<file path="config.mk">
export PLATFORM = sky130hd
export DESIGN_NAME = maa_top
export DESIGN_NICKNAME = d
export VERILOG_FILES = /design/src/maa_pkg.sv /design/src/maa_mem_if.sv /design/src/maa_mem.sv /design/src/maa_top.sv
export SDC_FILE = /design/constraint.sdc
export NUM_CORES = 2
export LEC_CHECK = 0
export BUFFER_PORTS_ARGS = -buffer_cell sky130_fd_sc_hd__buf_2
export CAP_MARGIN = 0
export CORE_MARGIN = 2
export CORE_UTILIZATION = 40
export DETAILED_ROUTE_END_ITERATION = 8
export MAX_ROUTING_LAYER = met4
export PLACE_DENSITY = 0.57
export SYNTH_ARGS = -nofsm -noshare
export SYNTH_HDL_FRONTEND = slang
export SYNTH_SLANG_ARGS = --single-unit
</file>
<file path="constraint.sdc">
create_clock -name MCLK_I -period 23.9 [get_ports MCLK_I]
set_clock_uncertainty 0.1 [all_clocks]
set_input_delay 3.585 -clock MCLK_I [delete_from_list [all_inputs] [get_ports MCLK_I]]
set_output_delay 3.585 -clock MCLK_I [all_outputs]
set_load 0.02 [all_outputs]
</file>
<file path="src/maa_pkg.sv">
/*
 * shared constants, opcode codes, operation kinds and the opcode decoder
 * of the memory atomic unit.
 * assumes one clock domain and a dword-addressed local memory.
 */
package maa_pkg;

    localparam int unsigned MAA_ADDR_W = 6;    // dword address bits
    localparam int unsigned MAA_ROW_W  = 5;    // one row holds a dword pair
    localparam int unsigned MAA_ROWS   = 32;
    localparam logic [63:0] MAA_RSP_RST = 64'h0000_0000_0000_0000;

    // image space (narrow only)
    localparam logic [6:0] OP_IMAGE_EXCHANGE         = 7'h10;
    localparam logic [6:0] OP_IMAGE_BITWISE_EXCLUSIVE = 7'h1a;
    // buffer space
    localparam logic [6:0] OP_BUFFER_WRAP_INCREMENT  = 7'h4b;
    localparam logic [6:0] OP_BUFFER_WRAP_DECREMENT  = 7'h4c;
    localparam logic [6:0] OP_BUFFER_EXCHANGE_WIDE   = 7'h60;
    localparam logic [6:0] OP_BUFFER_COMPARE_EXCHANGE_WIDE = 7'h61;
    localparam logic [6:0] OP_BUFFER_SUM_WIDE        = 7'h62;
    localparam logic [6:0] OP_BUFFER_DIFFERENCE_WIDE = 7'h63;
    localparam logic [6:0] OP_BUFFER_CONJUNCTION_WIDE = 7'h68;
    localparam logic [6:0] OP_BUFFER_DISJUNCTION_WIDE = 7'h69;
    localparam logic [6:0] OP_BUFFER_EXCLUSIVE_WIDE  = 7'h6a;
    localparam logic [6:0] OP_BUFFER_WRAP_INCREMENT_WIDE = 7'h6b;
    localparam logic [6:0] OP_BUFFER_WRAP_DECREMENT_WIDE = 7'h6c;

    // image codes 16..26 map in this order onto the first eleven kinds
    typedef enum logic [3:0] {
        K_SWAP, K_CMPSWAP, K_ADD, K_SUB, K_SMIN, K_UMIN, K_SMAX, K_UMAX,
        K_AND, K_OR, K_XOR, K_INC, K_DEC, K_BAD
    } maa_kind_t;

    typedef struct packed {
        maa_kind_t kind;
        logic      wide;
    } maa_dec_t;

    function automatic maa_dec_t maa_decode(input logic image,
                                            input logic [6:0] op);
        maa_dec_t d;
        logic [6:0] rel;
        d.kind = K_BAD;
        d.wide = 1'b0;
        rel    = op - OP_IMAGE_EXCHANGE;
        if (image) begin
            if (op >= OP_IMAGE_EXCHANGE && op <= OP_IMAGE_BITWISE_EXCLUSIVE)
                d.kind = maa_kind_t'(rel[3:0]);
        end else begin
            d.wide = 1'b1;
            case (op)
                OP_BUFFER_WRAP_INCREMENT: begin
                    d.kind = K_INC;
                    d.wide = 1'b0;
                end
                OP_BUFFER_WRAP_DECREMENT: begin
                    d.kind = K_DEC;
                    d.wide = 1'b0;
                end
                OP_BUFFER_EXCHANGE_WIDE:         d.kind = K_SWAP;
                OP_BUFFER_COMPARE_EXCHANGE_WIDE: d.kind = K_CMPSWAP;
                OP_BUFFER_SUM_WIDE:              d.kind = K_ADD;
                OP_BUFFER_DIFFERENCE_WIDE:       d.kind = K_SUB;
                OP_BUFFER_CONJUNCTION_WIDE:      d.kind = K_AND;
                OP_BUFFER_DISJUNCTION_WIDE:      d.kind = K_OR;
                OP_BUFFER_EXCLUSIVE_WIDE:        d.kind = K_XOR;
                OP_BUFFER_WRAP_INCREMENT_WIDE:   d.kind = K_INC;
                OP_BUFFER_WRAP_DECREMENT_WIDE:   d.kind = K_DEC;
                default:                         d.kind = K_BAD;
            endcase
        end
        return d;
    endfunction

endpackage

</file>
<file path="src/maa_mem_if.sv">
/*
 * carrier between the atomic sequencer and its local memory.
 * assumes both ends run on the same clock.
 */
`timescale 1ns/10ps
`default_nettype none
interface maa_mem_if
    import maa_pkg::*;
();
    logic                 re;
    logic [MAA_ROW_W-1:0] raddr;
    logic [MAA_ROW_W-1:0] waddr;
    logic [1:0]           we;      // per dword of the row
    logic [63:0]          wdata;
    logic [63:0]          rdata;

    modport ctl (output re, raddr, waddr, we, wdata, input rdata);
    modport mem (input re, raddr, waddr, we, wdata, output rdata);
endinterface
`default_nettype wire

</file>
<file path="src/maa_mem.sv">
/*
 * local memory of dword pairs, registered read data, dword write enables.
 * assumes the sequencer never reads and writes one row in one cycle.
 */
`timescale 1ns/10ps
`default_nettype none
module maa_mem
    import maa_pkg::*;
(
    input  wire logic  clk_i,
    maa_mem_if.mem     port
);
    logic [63:0] store [MAA_ROWS];
    logic [63:0] rdata_r;

    // contents hold no reset value; software seeds them with swaps
    always_ff @(posedge clk_i) begin
        if (port.re)
            rdata_r <= store[port.raddr];
        if (port.we[0])
            store[port.waddr][31:0] <= port.wdata[31:0];
        if (port.we[1])
            store[port.waddr][63:32] <= port.wdata[63:32];
    end

    assign port.rdata = rdata_r;
endmodule // maa_mem
`default_nettype wire

</file>
<file path="src/maa_top.sv">
/*
 * memory atomic unit: takes one atomic request, reads the old word or
 * dword pair, combines it, writes it back and returns the old value.
 * assumes the requester holds a request until it is taken.
 */
`timescale 1ns/10ps
`default_nettype none
module maa_top
    import maa_pkg::*;
(
    input  wire logic                  MCLK_I,
    input  wire logic                  RST_I,
    input  wire logic                  REQ_VALID_I,
    output logic                       REQ_READY_O,
    input  wire logic                  REQ_IMAGE_I,
    input  wire logic [6:0]            REQ_OP_I,
    input  wire logic [MAA_ADDR_W-1:0] REQ_ADDR_I,
    input  wire logic [127:0]          REQ_DATA_I,
    output logic                       RSP_VALID_O,
    output logic                       RSP_ERR_O,
    output logic [63:0]                RSP_DATA_O
);
    typedef enum logic {ST_IDLE, ST_MODIFY} maa_state_t;

    maa_mem_if mif ();

    maa_state_t            st_r,     st_nxt;
    maa_kind_t             kind_r,   kind_nxt;
    logic                  wide_r,   wide_nxt;
    logic [MAA_ADDR_W-1:0] addr_r,   addr_nxt;
    logic [63:0]           data_r,   data_nxt;
    logic [63:0]           cmp_r,    cmp_nxt;
    logic                  rsp_v_r,  rsp_v_nxt;
    logic                  rsp_e_r,  rsp_e_nxt;
    logic [63:0]           rsp_d_r,  rsp_d_nxt;

    maa_dec_t    dec;
    logic        take;
    logic        bad;
    logic        sgn;
    logic        less;
    logic [63:0] old_v;
    logic [63:0] old_x;
    logic [63:0] dat_x;
    logic [63:0] cmp_x;
    logic [63:0] new_x;

    maa_mem u_mem (
        .clk_i (MCLK_I),
        .port  (mif.mem)
    );

    // only idle takes work, so no access slips between read and write
    assign REQ_READY_O = (st_r == ST_IDLE);
    assign take        = REQ_VALID_I && REQ_READY_O;
    assign dec         = maa_decode(REQ_IMAGE_I, REQ_OP_I);

    // old value: narrow picks the dword, wide the whole pair
    always_comb begin
        old_v = wide_r ? mif.rdata
                       : {32'h0000_0000, addr_r[0] ? mif.rdata[63:32]
                                                   : mif.rdata[31:0]};
    end

    // operand widening: signed kinds sign-extend narrow values
    always_comb begin
        sgn   = (kind_r == K_SMIN) || (kind_r == K_SMAX);
        old_x = old_v;
        dat_x = data_r;
        cmp_x = cmp_r;
        if (!wide_r) begin
            old_x = {sgn ? {32{old_v[31]}} : 32'h0000_0000, old_v[31:0]};
            dat_x = {sgn ? {32{data_r[31]}} : 32'h0000_0000, data_r[31:0]};
            cmp_x = {32'h0000_0000, cmp_r[31:0]};
        end
        less = sgn ? ($signed(dat_x) < $signed(old_x)) : (dat_x < old_x);
    end

    // combine old value with request data
    always_comb begin
        case (kind_r)
            K_SWAP:    new_x = dat_x;
            K_CMPSWAP: new_x = (old_x == cmp_x) ? dat_x : old_x;
            K_ADD:     new_x = old_x + dat_x;
            K_SUB:     new_x = old_x - dat_x;
            K_SMIN,
            K_UMIN:    new_x = less ? dat_x : old_x;
            K_SMAX,
            K_UMAX:    new_x = (!less && dat_x != old_x)
                               ? dat_x : old_x;
            K_AND:     new_x = old_x & dat_x;
            K_OR:      new_x = old_x | dat_x;
            K_XOR:     new_x = old_x ^ dat_x;
            K_INC:     new_x = (old_x >= dat_x) ? 64'h0000_0000_0000_0000
                                                : old_x + 64'h1;
            K_DEC:     new_x = (old_x == 64'h0 || old_x > dat_x)
                               ? dat_x : old_x - 64'h1;
            default:   new_x = old_x;
        endcase
    end

    // misaligned wide work and unknown codes answer with error, no write
    assign bad = (kind_r == K_BAD) || (wide_r && addr_r[0]);

    // memory port: read on take, write in the modify cycle
    always_comb begin
        mif.re    = take;
        mif.raddr = REQ_ADDR_I[MAA_ADDR_W-1:1];
        mif.waddr = addr_r[MAA_ADDR_W-1:1];
        mif.wdata = wide_r ? new_x : {new_x[31:0], new_x[31:0]};
        mif.we    = 2'b00;
        if (st_r == ST_MODIFY && !bad) begin
            if (wide_r)
                mif.we = 2'b11;
            else
                mif.we = addr_r[0] ? 2'b10 : 2'b01;
        end
    end

    // sequencer next state
    always_comb begin
        st_nxt    = st_r;
        kind_nxt  = kind_r;
        wide_nxt  = wide_r;
        addr_nxt  = addr_r;
        data_nxt  = data_r;
        cmp_nxt   = cmp_r;
        rsp_v_nxt = 1'b0;
        rsp_e_nxt = 1'b0;
        rsp_d_nxt = rsp_d_r;
        case (st_r)
            ST_IDLE: begin
                if (take) begin
                    st_nxt   = ST_MODIFY;
                    kind_nxt = dec.kind;
                    wide_nxt = dec.wide;
                    addr_nxt = REQ_ADDR_I;
                    // wide: data in dwords 0..1, comparand in 2..3
                    data_nxt = dec.wide ? REQ_DATA_I[63:0]
                                        : {32'h0000_0000, REQ_DATA_I[31:0]};
                    cmp_nxt  = dec.wide ? REQ_DATA_I[127:64]
                                        : {32'h0000_0000, REQ_DATA_I[63:32]};
                end
            end
            ST_MODIFY: begin
                st_nxt    = ST_IDLE;
                rsp_v_nxt = 1'b1;
                rsp_e_nxt = bad;
                rsp_d_nxt = bad ? MAA_RSP_RST : old_v;
            end
            default: st_nxt = ST_IDLE;
        endcase
    end

    always_ff @(posedge MCLK_I) begin
        if (RST_I) begin
            st_r    <= ST_IDLE;
            kind_r  <= K_BAD;
            wide_r  <= 1'b0;
            addr_r  <= '0;
            data_r  <= MAA_RSP_RST;
            cmp_r   <= MAA_RSP_RST;
            rsp_v_r <= 1'b0;
            rsp_e_r <= 1'b0;
            rsp_d_r <= MAA_RSP_RST;
        end else begin
            st_r    <= st_nxt;
            kind_r  <= kind_nxt;
            wide_r  <= wide_nxt;
            addr_r  <= addr_nxt;
            data_r  <= data_nxt;
            cmp_r   <= cmp_nxt;
            rsp_v_r <= rsp_v_nxt;
            rsp_e_r <= rsp_e_nxt;
            rsp_d_r <= rsp_d_nxt;
        end
    end

    assign RSP_VALID_O = rsp_v_r;
    assign RSP_ERR_O   = rsp_e_r;
    assign RSP_DATA_O  = rsp_d_r;

    logic mod_ok;
    assign mod_ok = (st_r == ST_MODIFY) && !bad;
endmodule // maa_top
`default_nettype wire

</file>
# Word-level counts from Yosys, hierarchy flattened
# Memory sizes are Yosys's and may differ from the RTL's. A register that Yosys moved wholly into a read port is not among the register bits.
# Cells that the tools add are included.
[totals]
mem_bits_rw = 2048
in_bits = 145
word_cells = 103
register_bits = 206
out_inout_bits = 67
mem_count = 1
[op_classes]
addsub = 5
bitwise_logic = 4
eq_ne = 26
muxes = 33
magnitude_cmp = 6
n_reduce_logical = 19
[mem_list]
columns = ["name", "words", "word_bits", "rd", "rd_clocked_by_memory_dff", "write_ports", "line", "text"]
rows = [
  ["u_mem.store", 32, 64, 1, 1, 1, "maa_mem.sv:13", "logic [63:0] store [MAA_ROWS];"],
]
[ops]
columns = ["cell", "count"]
rows = [
  ["$mux 64", 13],
  ["$pmux 64 s11", 1],
  ["$lt 64x64->1", 2],
  ["$mux 32", 3],
  ["$eq 7x7->1 const B", 11],
  ["$add 64x1->64 const B", 1],
  ["$add 64x64->64", 1],
  ["$and 64x64->64", 1],
  ["$eq 64x64->1", 1],
  ["$ge 64x64->1", 1],
  ["$gt 64x64->1", 1],
  ["$logic_not 64->1", 1],
  ["$ne 64x64->1", 1],
  ["$or 64x64->64", 1],
  ["$sub 64x1->64 const B", 1],
  ["$sub 64x64->64", 1],
  ["$xor 64x64->64", 1],
  ["$pmux 4 s9", 1],
  ["$eq 4x4->1 const B", 6],
  ["$eq 4x3->1 const B", 4],
  ["$reduce_or 2->1", 6],
  ["$mux 1", 9],
  ["$eq 4x2->1 const B", 2],
  ["$mux 4", 2],
  ["12 further kinds", 21],
]

# Logic depth before layout (Yosys ltp)
[logic_depth]
depth_word = 11
ltp_mapped = 28
ltp_nobuf = 19

# Modules after synthesis
# From an unflattened synthesis, not the netlist that was laid out.
[hier_totals]
hier_cells = 7192
area_unflattened_um2 = 107077.7
[by_module_without_submodules]
columns = ["module", "cells_per_inst", "seq_area_each_um2", "instances", "area_per_inst_um2"]
rows = [
  ["maa_mem", 3160, 63420.8, 1, 79762.7],
  ["maa_top", 4032, 4124.0, 1, 27314.9],
]

# Worst setup path after synthesis
# Ideal clock, no wire load.
[synth_path]
kind = "flip-flop to flip-flop"
from = "reg addr_r[0]"
to = "mem u_mem.store[0][45] (data pin)"
synth_period_minus_slack_ns = 7.897
path_stages_with_launch = 27
n_path_buf = 8
t_arrival_ns = 7.409
path_slack_ns = 16.003
path_cell_list = "dfxtp_1 -> buf_6 -> nor2b_4 -> buf_6 -> mux2i_4 -> inv_2 -> nand2_1 -> clkbuf_1 -> clkbuf_1 -> clkbuf_1 -> buf_1 -> nand2_1 -> ha_1 -> buf_2 -> or4_4 -> nor4_2 -> nand2_1 -> a211o_1 -> and4b_1 -> nand4_1 -> or3b_2 -> o211a_4 -> nand2_1 -> buf_4 -> a21oi_1 -> o211ai_1 -> a2bb2oi_1"
[synth_via]
elab_chain_cells = 11
word_cells_on_any_way = 29
cone_classes = "4 x add/sub; 4 x order compare; 2 x eq/ne; 12 x mux; 3 x bitwise; 4 x reduce/logical"
[synth_lines]
columns = ["item", "line", "text"]
rows = [
  ["start, declared", "maa_top.sv:30", "logic [MAA_ADDR_W-1:0] addr_r, addr_nxt;"],
  ["start signal, assigned", "maa_top.sv:170", "addr_r <= addr_nxt;"],
  ["$mux 32 *", "maa_top.sv:61", ": {32'h0000_0000, addr_r[0] ? mif.rdata[63:32]"],
  ["$mux 64 *", "maa_top.sv:60", "old_v = wide_r ? mif.rdata"],
  ["$mux 32", "maa_top.sv:72", "old_x = {sgn ? {32{old_v[31]}} : 32'h0000_0000, old_v[31:0]};"],
  ["$mux 64 *", "maa_top.sv:71", "if (!wide_r) begin"],
  ["$lt 64x64->1", "maa_top.sv:76", "less = sgn ? ($signed(dat_x) < $signed(old_x)) : (dat_x < old_x);"],
  ["$mux 1", "maa_top.sv:76", ""],
  ["$logic_not 1->1", "maa_top.sv:89", "K_UMAX: new_x = (!less && dat_x != old_x)"],
  ["$logic_and 1x1->1", "maa_top.sv:89", ""],
  ["$mux 64", "maa_top.sv:90", "? dat_x : old_x;"],
  ["$pmux 64 s11 *", "maa_top.sv:81", "case (kind_r)"],
  ["$mux 64 *", "maa_top.sv:110", "mif.wdata = wide_r ? new_x : {new_x[31:0], new_x[31:0]};"],
  ["named net mif.wdata[45]", "maa_mem_if.sv:14", "logic [63:0] wdata;"],
  ["end, declared", "maa_mem.sv:13", ""],
]
# Mark *: on every way through the listed nets, which the timed path passes. The rest lies on a longest branch.

# Worst setup path after layout
[layout_path]
from = "reg addr_r[0]"
to = "mem u_mem.store[0][50] (data pin)"
# Same word-level chain as after synthesis.

==> impl_metrics.toml <==
[global_routing]
met2_usage_pct = 49.1
met3_usage_pct = 6.40
grt_most_used_layer = "met2"
met1_usage_pct = 43.1
grt_pass1_wl_mm = 592
grt_start_max_net_pins = 138
grt_pass1_vias = 68400
overflow = 0
antenna_found_initial = 23
grt_util_all_layers_pct = 32.7

[worst_setup_path]
rr_worst_depth = 20
r2r_slack_ns = 13.20
critPathMaxFanout = 47
worst_setup_path_start_kind = "flip-flop"
timing.rr.end = "u_mem.store[0][50]"
timing.rr.start = "addr_r[0]"
crit_start = "addr_r[0]"
crit_end = "u_mem.store[0][50]"
endpoint_kind = "flip-flop"
cp.arrival_ns = 11.03
critical_path_required_ns = 24.22
path_class = "flip-flop to flip-flop"

[cells_and_area]
nNetsFinal = 7752
syn2layout_area_growth_pct = 13.6
fin_area_um2 = 121000
layout-drive-gt1-share_pct = 23.0

[synthesis]
syn_inst = 7063
synthFlopType = "edfxtp_1"
synth_area_um2 = 107000
synth_warnings = 0
synth_edf_count = 2112
seq_area_frac_synth_pct = 63.3
async_reset_ff_share_pct = 0
yosysUniqueCellTypes = 106
ys_ff_latch = 2318
syn-mean-instance-area_um2 = 15.1
synth_nets = 7468

[floorplanning]
io_pins = 212
start_util_pct = 40.2
die_height_um = 521
die_area_um2 = 271000
coreArea_um2 = 265000
num_rows = 189
dieWidth_um = 521

[pwr]
p_leak_nw = 39.8
power_density_nw_per_um2 = 80.2
ir_drop_mv = 0.0625

[timing]
final-hold-violation-count = 0
fmax_mhz = 93.4
final.setup.tns_ns = 0
fin_ws_ns = 13.20
slew_viol_final = 0
slew_headroom_pct = 9.53
rsz0062_at_grt = "no"
worst_pin_slew_ns = 1.36
min_period_ns = 10.70
finalSetupViolations = 0
post-route-period-util_pct = 44.8

[cts]
htree_levels = 4
cts_made_buffers = 240
clk_transition_reported_paths_ns = 0.06
worstSkewPairLatency_ns = 0.92
clock-sinks = 2318
cts_setup_buffers = 0
cts_resized = 0
cts_tree = "done"
root_buffer = "clkbuf_16"
cts_buffer_depth = 4
cts_hold_buf = 0

[run]
drv_cap = 0

[drt]
viasPerCell = 6.44
vias = 71500
first_pass_iters = 6
totalWireLength_mm = 440
avgRoutedWirePerCell_um = 39.6
antenna_left = 0
first_iter_violations = 9509
drc_errors = 0

[place]
dp_hpwl_mm = 290
gp_congestion = 1.04
place_worst_setup_slack_ns = 13.49
place_area_um2 = 113000
portBuffers = 211

[hold_path]
hold_class = "flip-flop to flip-flop"

[status]
run_status = "completed"
## final cells by class
cell class	instances	area (um2)
fillers	23200	144000
inverters	222	841
clock buffers	303	6410
flip-flops and latches	2318	67600
diodes	20	50.0
multi-input cells	4059	37300
well taps	3533	4420
repair buffers	506	3380
clock inverters	131	1310
## synthesized netlist by cell type (all sizes together) (15+ instances only)
master | n | area (um2)
a211o | 15 | 131
a211oi | 68 | 521
a21o | 37 | 278
a21oi | 478 | 2390
a221oi | 50 | 450
a22oi | 40 | 300
a31oi | 38 | 238
and2 | 17 | 106
and3 | 38 | 243
buf | 124 | 612
clkbuf | 340 | 1280
dfxtp | 206 | 4120
edfxtp | 2112 | 63400
ha | 258 | 3230
inv | 218 | 818
mux2 | 68 | 766
mux2i | 85 | 895
mux4 | 640 | 14400
nand2 | 483 | 1820
nand2b | 24 | 150
nand3 | 194 | 976
nand4 | 73 | 457
nor2 | 392 | 1470
nor2b | 36 | 233
nor3 | 77 | 385
nor4 | 59 | 409
o2111ai | 25 | 225
o211ai | 43 | 323
o21a | 35 | 263
o21ai | 228 | 1140
o21bai | 36 | 270
o221ai | 19 | 166
o22ai | 41 | 257
o31ai | 46 | 345
or3 | 30 | 193
or4 | 19 | 150
xnor2 | 115 | 1010
xor2 | 32 | 280
## worst max-delay path, cell delays in order (launching register included)
cell and delay, ns:
dfxtp_1 0.58, nor2b_4 0.82, mux2i_4 0.57, inv_2 0.22, nand2_1 0.11, buf_4 0.55
nand2_1 0.41, ha_1 0.72, inv_1 0.18, a21oi_1 0.28, o21ai_0 0.28, a221oi_1 0.62
and4b_1 0.38, nand3_1 0.26, o2111ai_1 1.15, and2_1 0.63, and2_1 0.20, buf_4 0.32
a21oi_1 0.10, or4_1 1.04, o2bb2ai_2 0.60
## power breakdown
part | internal, W | leakage (nW) | switching (W)
logic | 0.000376 | 15.3 | 0.000958
registers | 0.00462 | 20.8 | 0.0000492
clock network | 0.00214 | 3.76 | 0.00158
## per-layer routing
metal	part of all wire [%]	routed length [um]
met4	5.6	24700
met5	0	0
met1	40	176000
met2	45	200000
met3	8.9	38900
## how the worst min path moves through the flow
stage | startpoint | to | cells past startpoint
final | RSP_DATA_O[2] | RSP_DATA_O[2] | 2
after global routing | RSP_DATA_O[17] | RSP_DATA_O[17] | 2
after CTS | RSP_DATA_O[17] | RSP_DATA_O[17] | 2
after detailed placement | data_r[34] | data_r[34] | 2
after global placement | RSP_DATA_O[2] | RSP_DATA_O[2] | 2
after floorplan | data_r[33] | data_r[33] | 2
## metrics by stage
stage / total power, W / std cells / hold slack [ns] / utilization [%]
global placement: 0.00604 / 10600 / 0.347 / 42.8
global route: 0.00997 / 11100 / 0.369 / 45.7
floorplan: 0.00544 / 7063 / 0.328 / -
CTS: 0.00973 / 11100 / 0.359 / 45.7
finish: 0.00973 / 11100 / 0.360 / 45.7
detailed placement: 0.00605 / 10600 / 0.351 / 42.8
## kinds of logic after synthesis
kind of cell	count (synthesis)	share of synthesized area (%)
XOR/XNOR	147	1.21
adder cells (fa/ha/maj)	260	3.06
flip-flops	2318	63.3
AND/OR/NAND/NOR	1493	6.56
AO/OA/AOI/OAI	1366	8.31
buffers and inverters	686	2.55
multiplexers	793	15.1
## state kept, by name, indices dropped and copies added, names as in the netlist
signal and count:
RSP_DATA_O 64, RSP_ERR_O 1, RSP_VALID_O 1, addr_r 6, cmp_r 64, data_r 64
kind_r 4, st_r 1, u_mem.port.rdata 64, u_mem.store 2048, wide_r 1
## cells in the final DEF, fill, tap and decap left out, types with 75 or more instances in the layout
cell type / count
inv_1: 212
o21ai_0: 221
mux4_2: 640
nand3_1: 191
buf_4: 291
ha_1: 258
edfxtp_1: 2112
a21oi_1: 475
nor3_1: 75
nand2_1: 479
nor2_1: 324
mux2i_1: 77
xnor2_1: 115
clkbuf_16: 243
dfxtp_1: 202
buf_2: 205
Power figures use the tool's default switching activity.
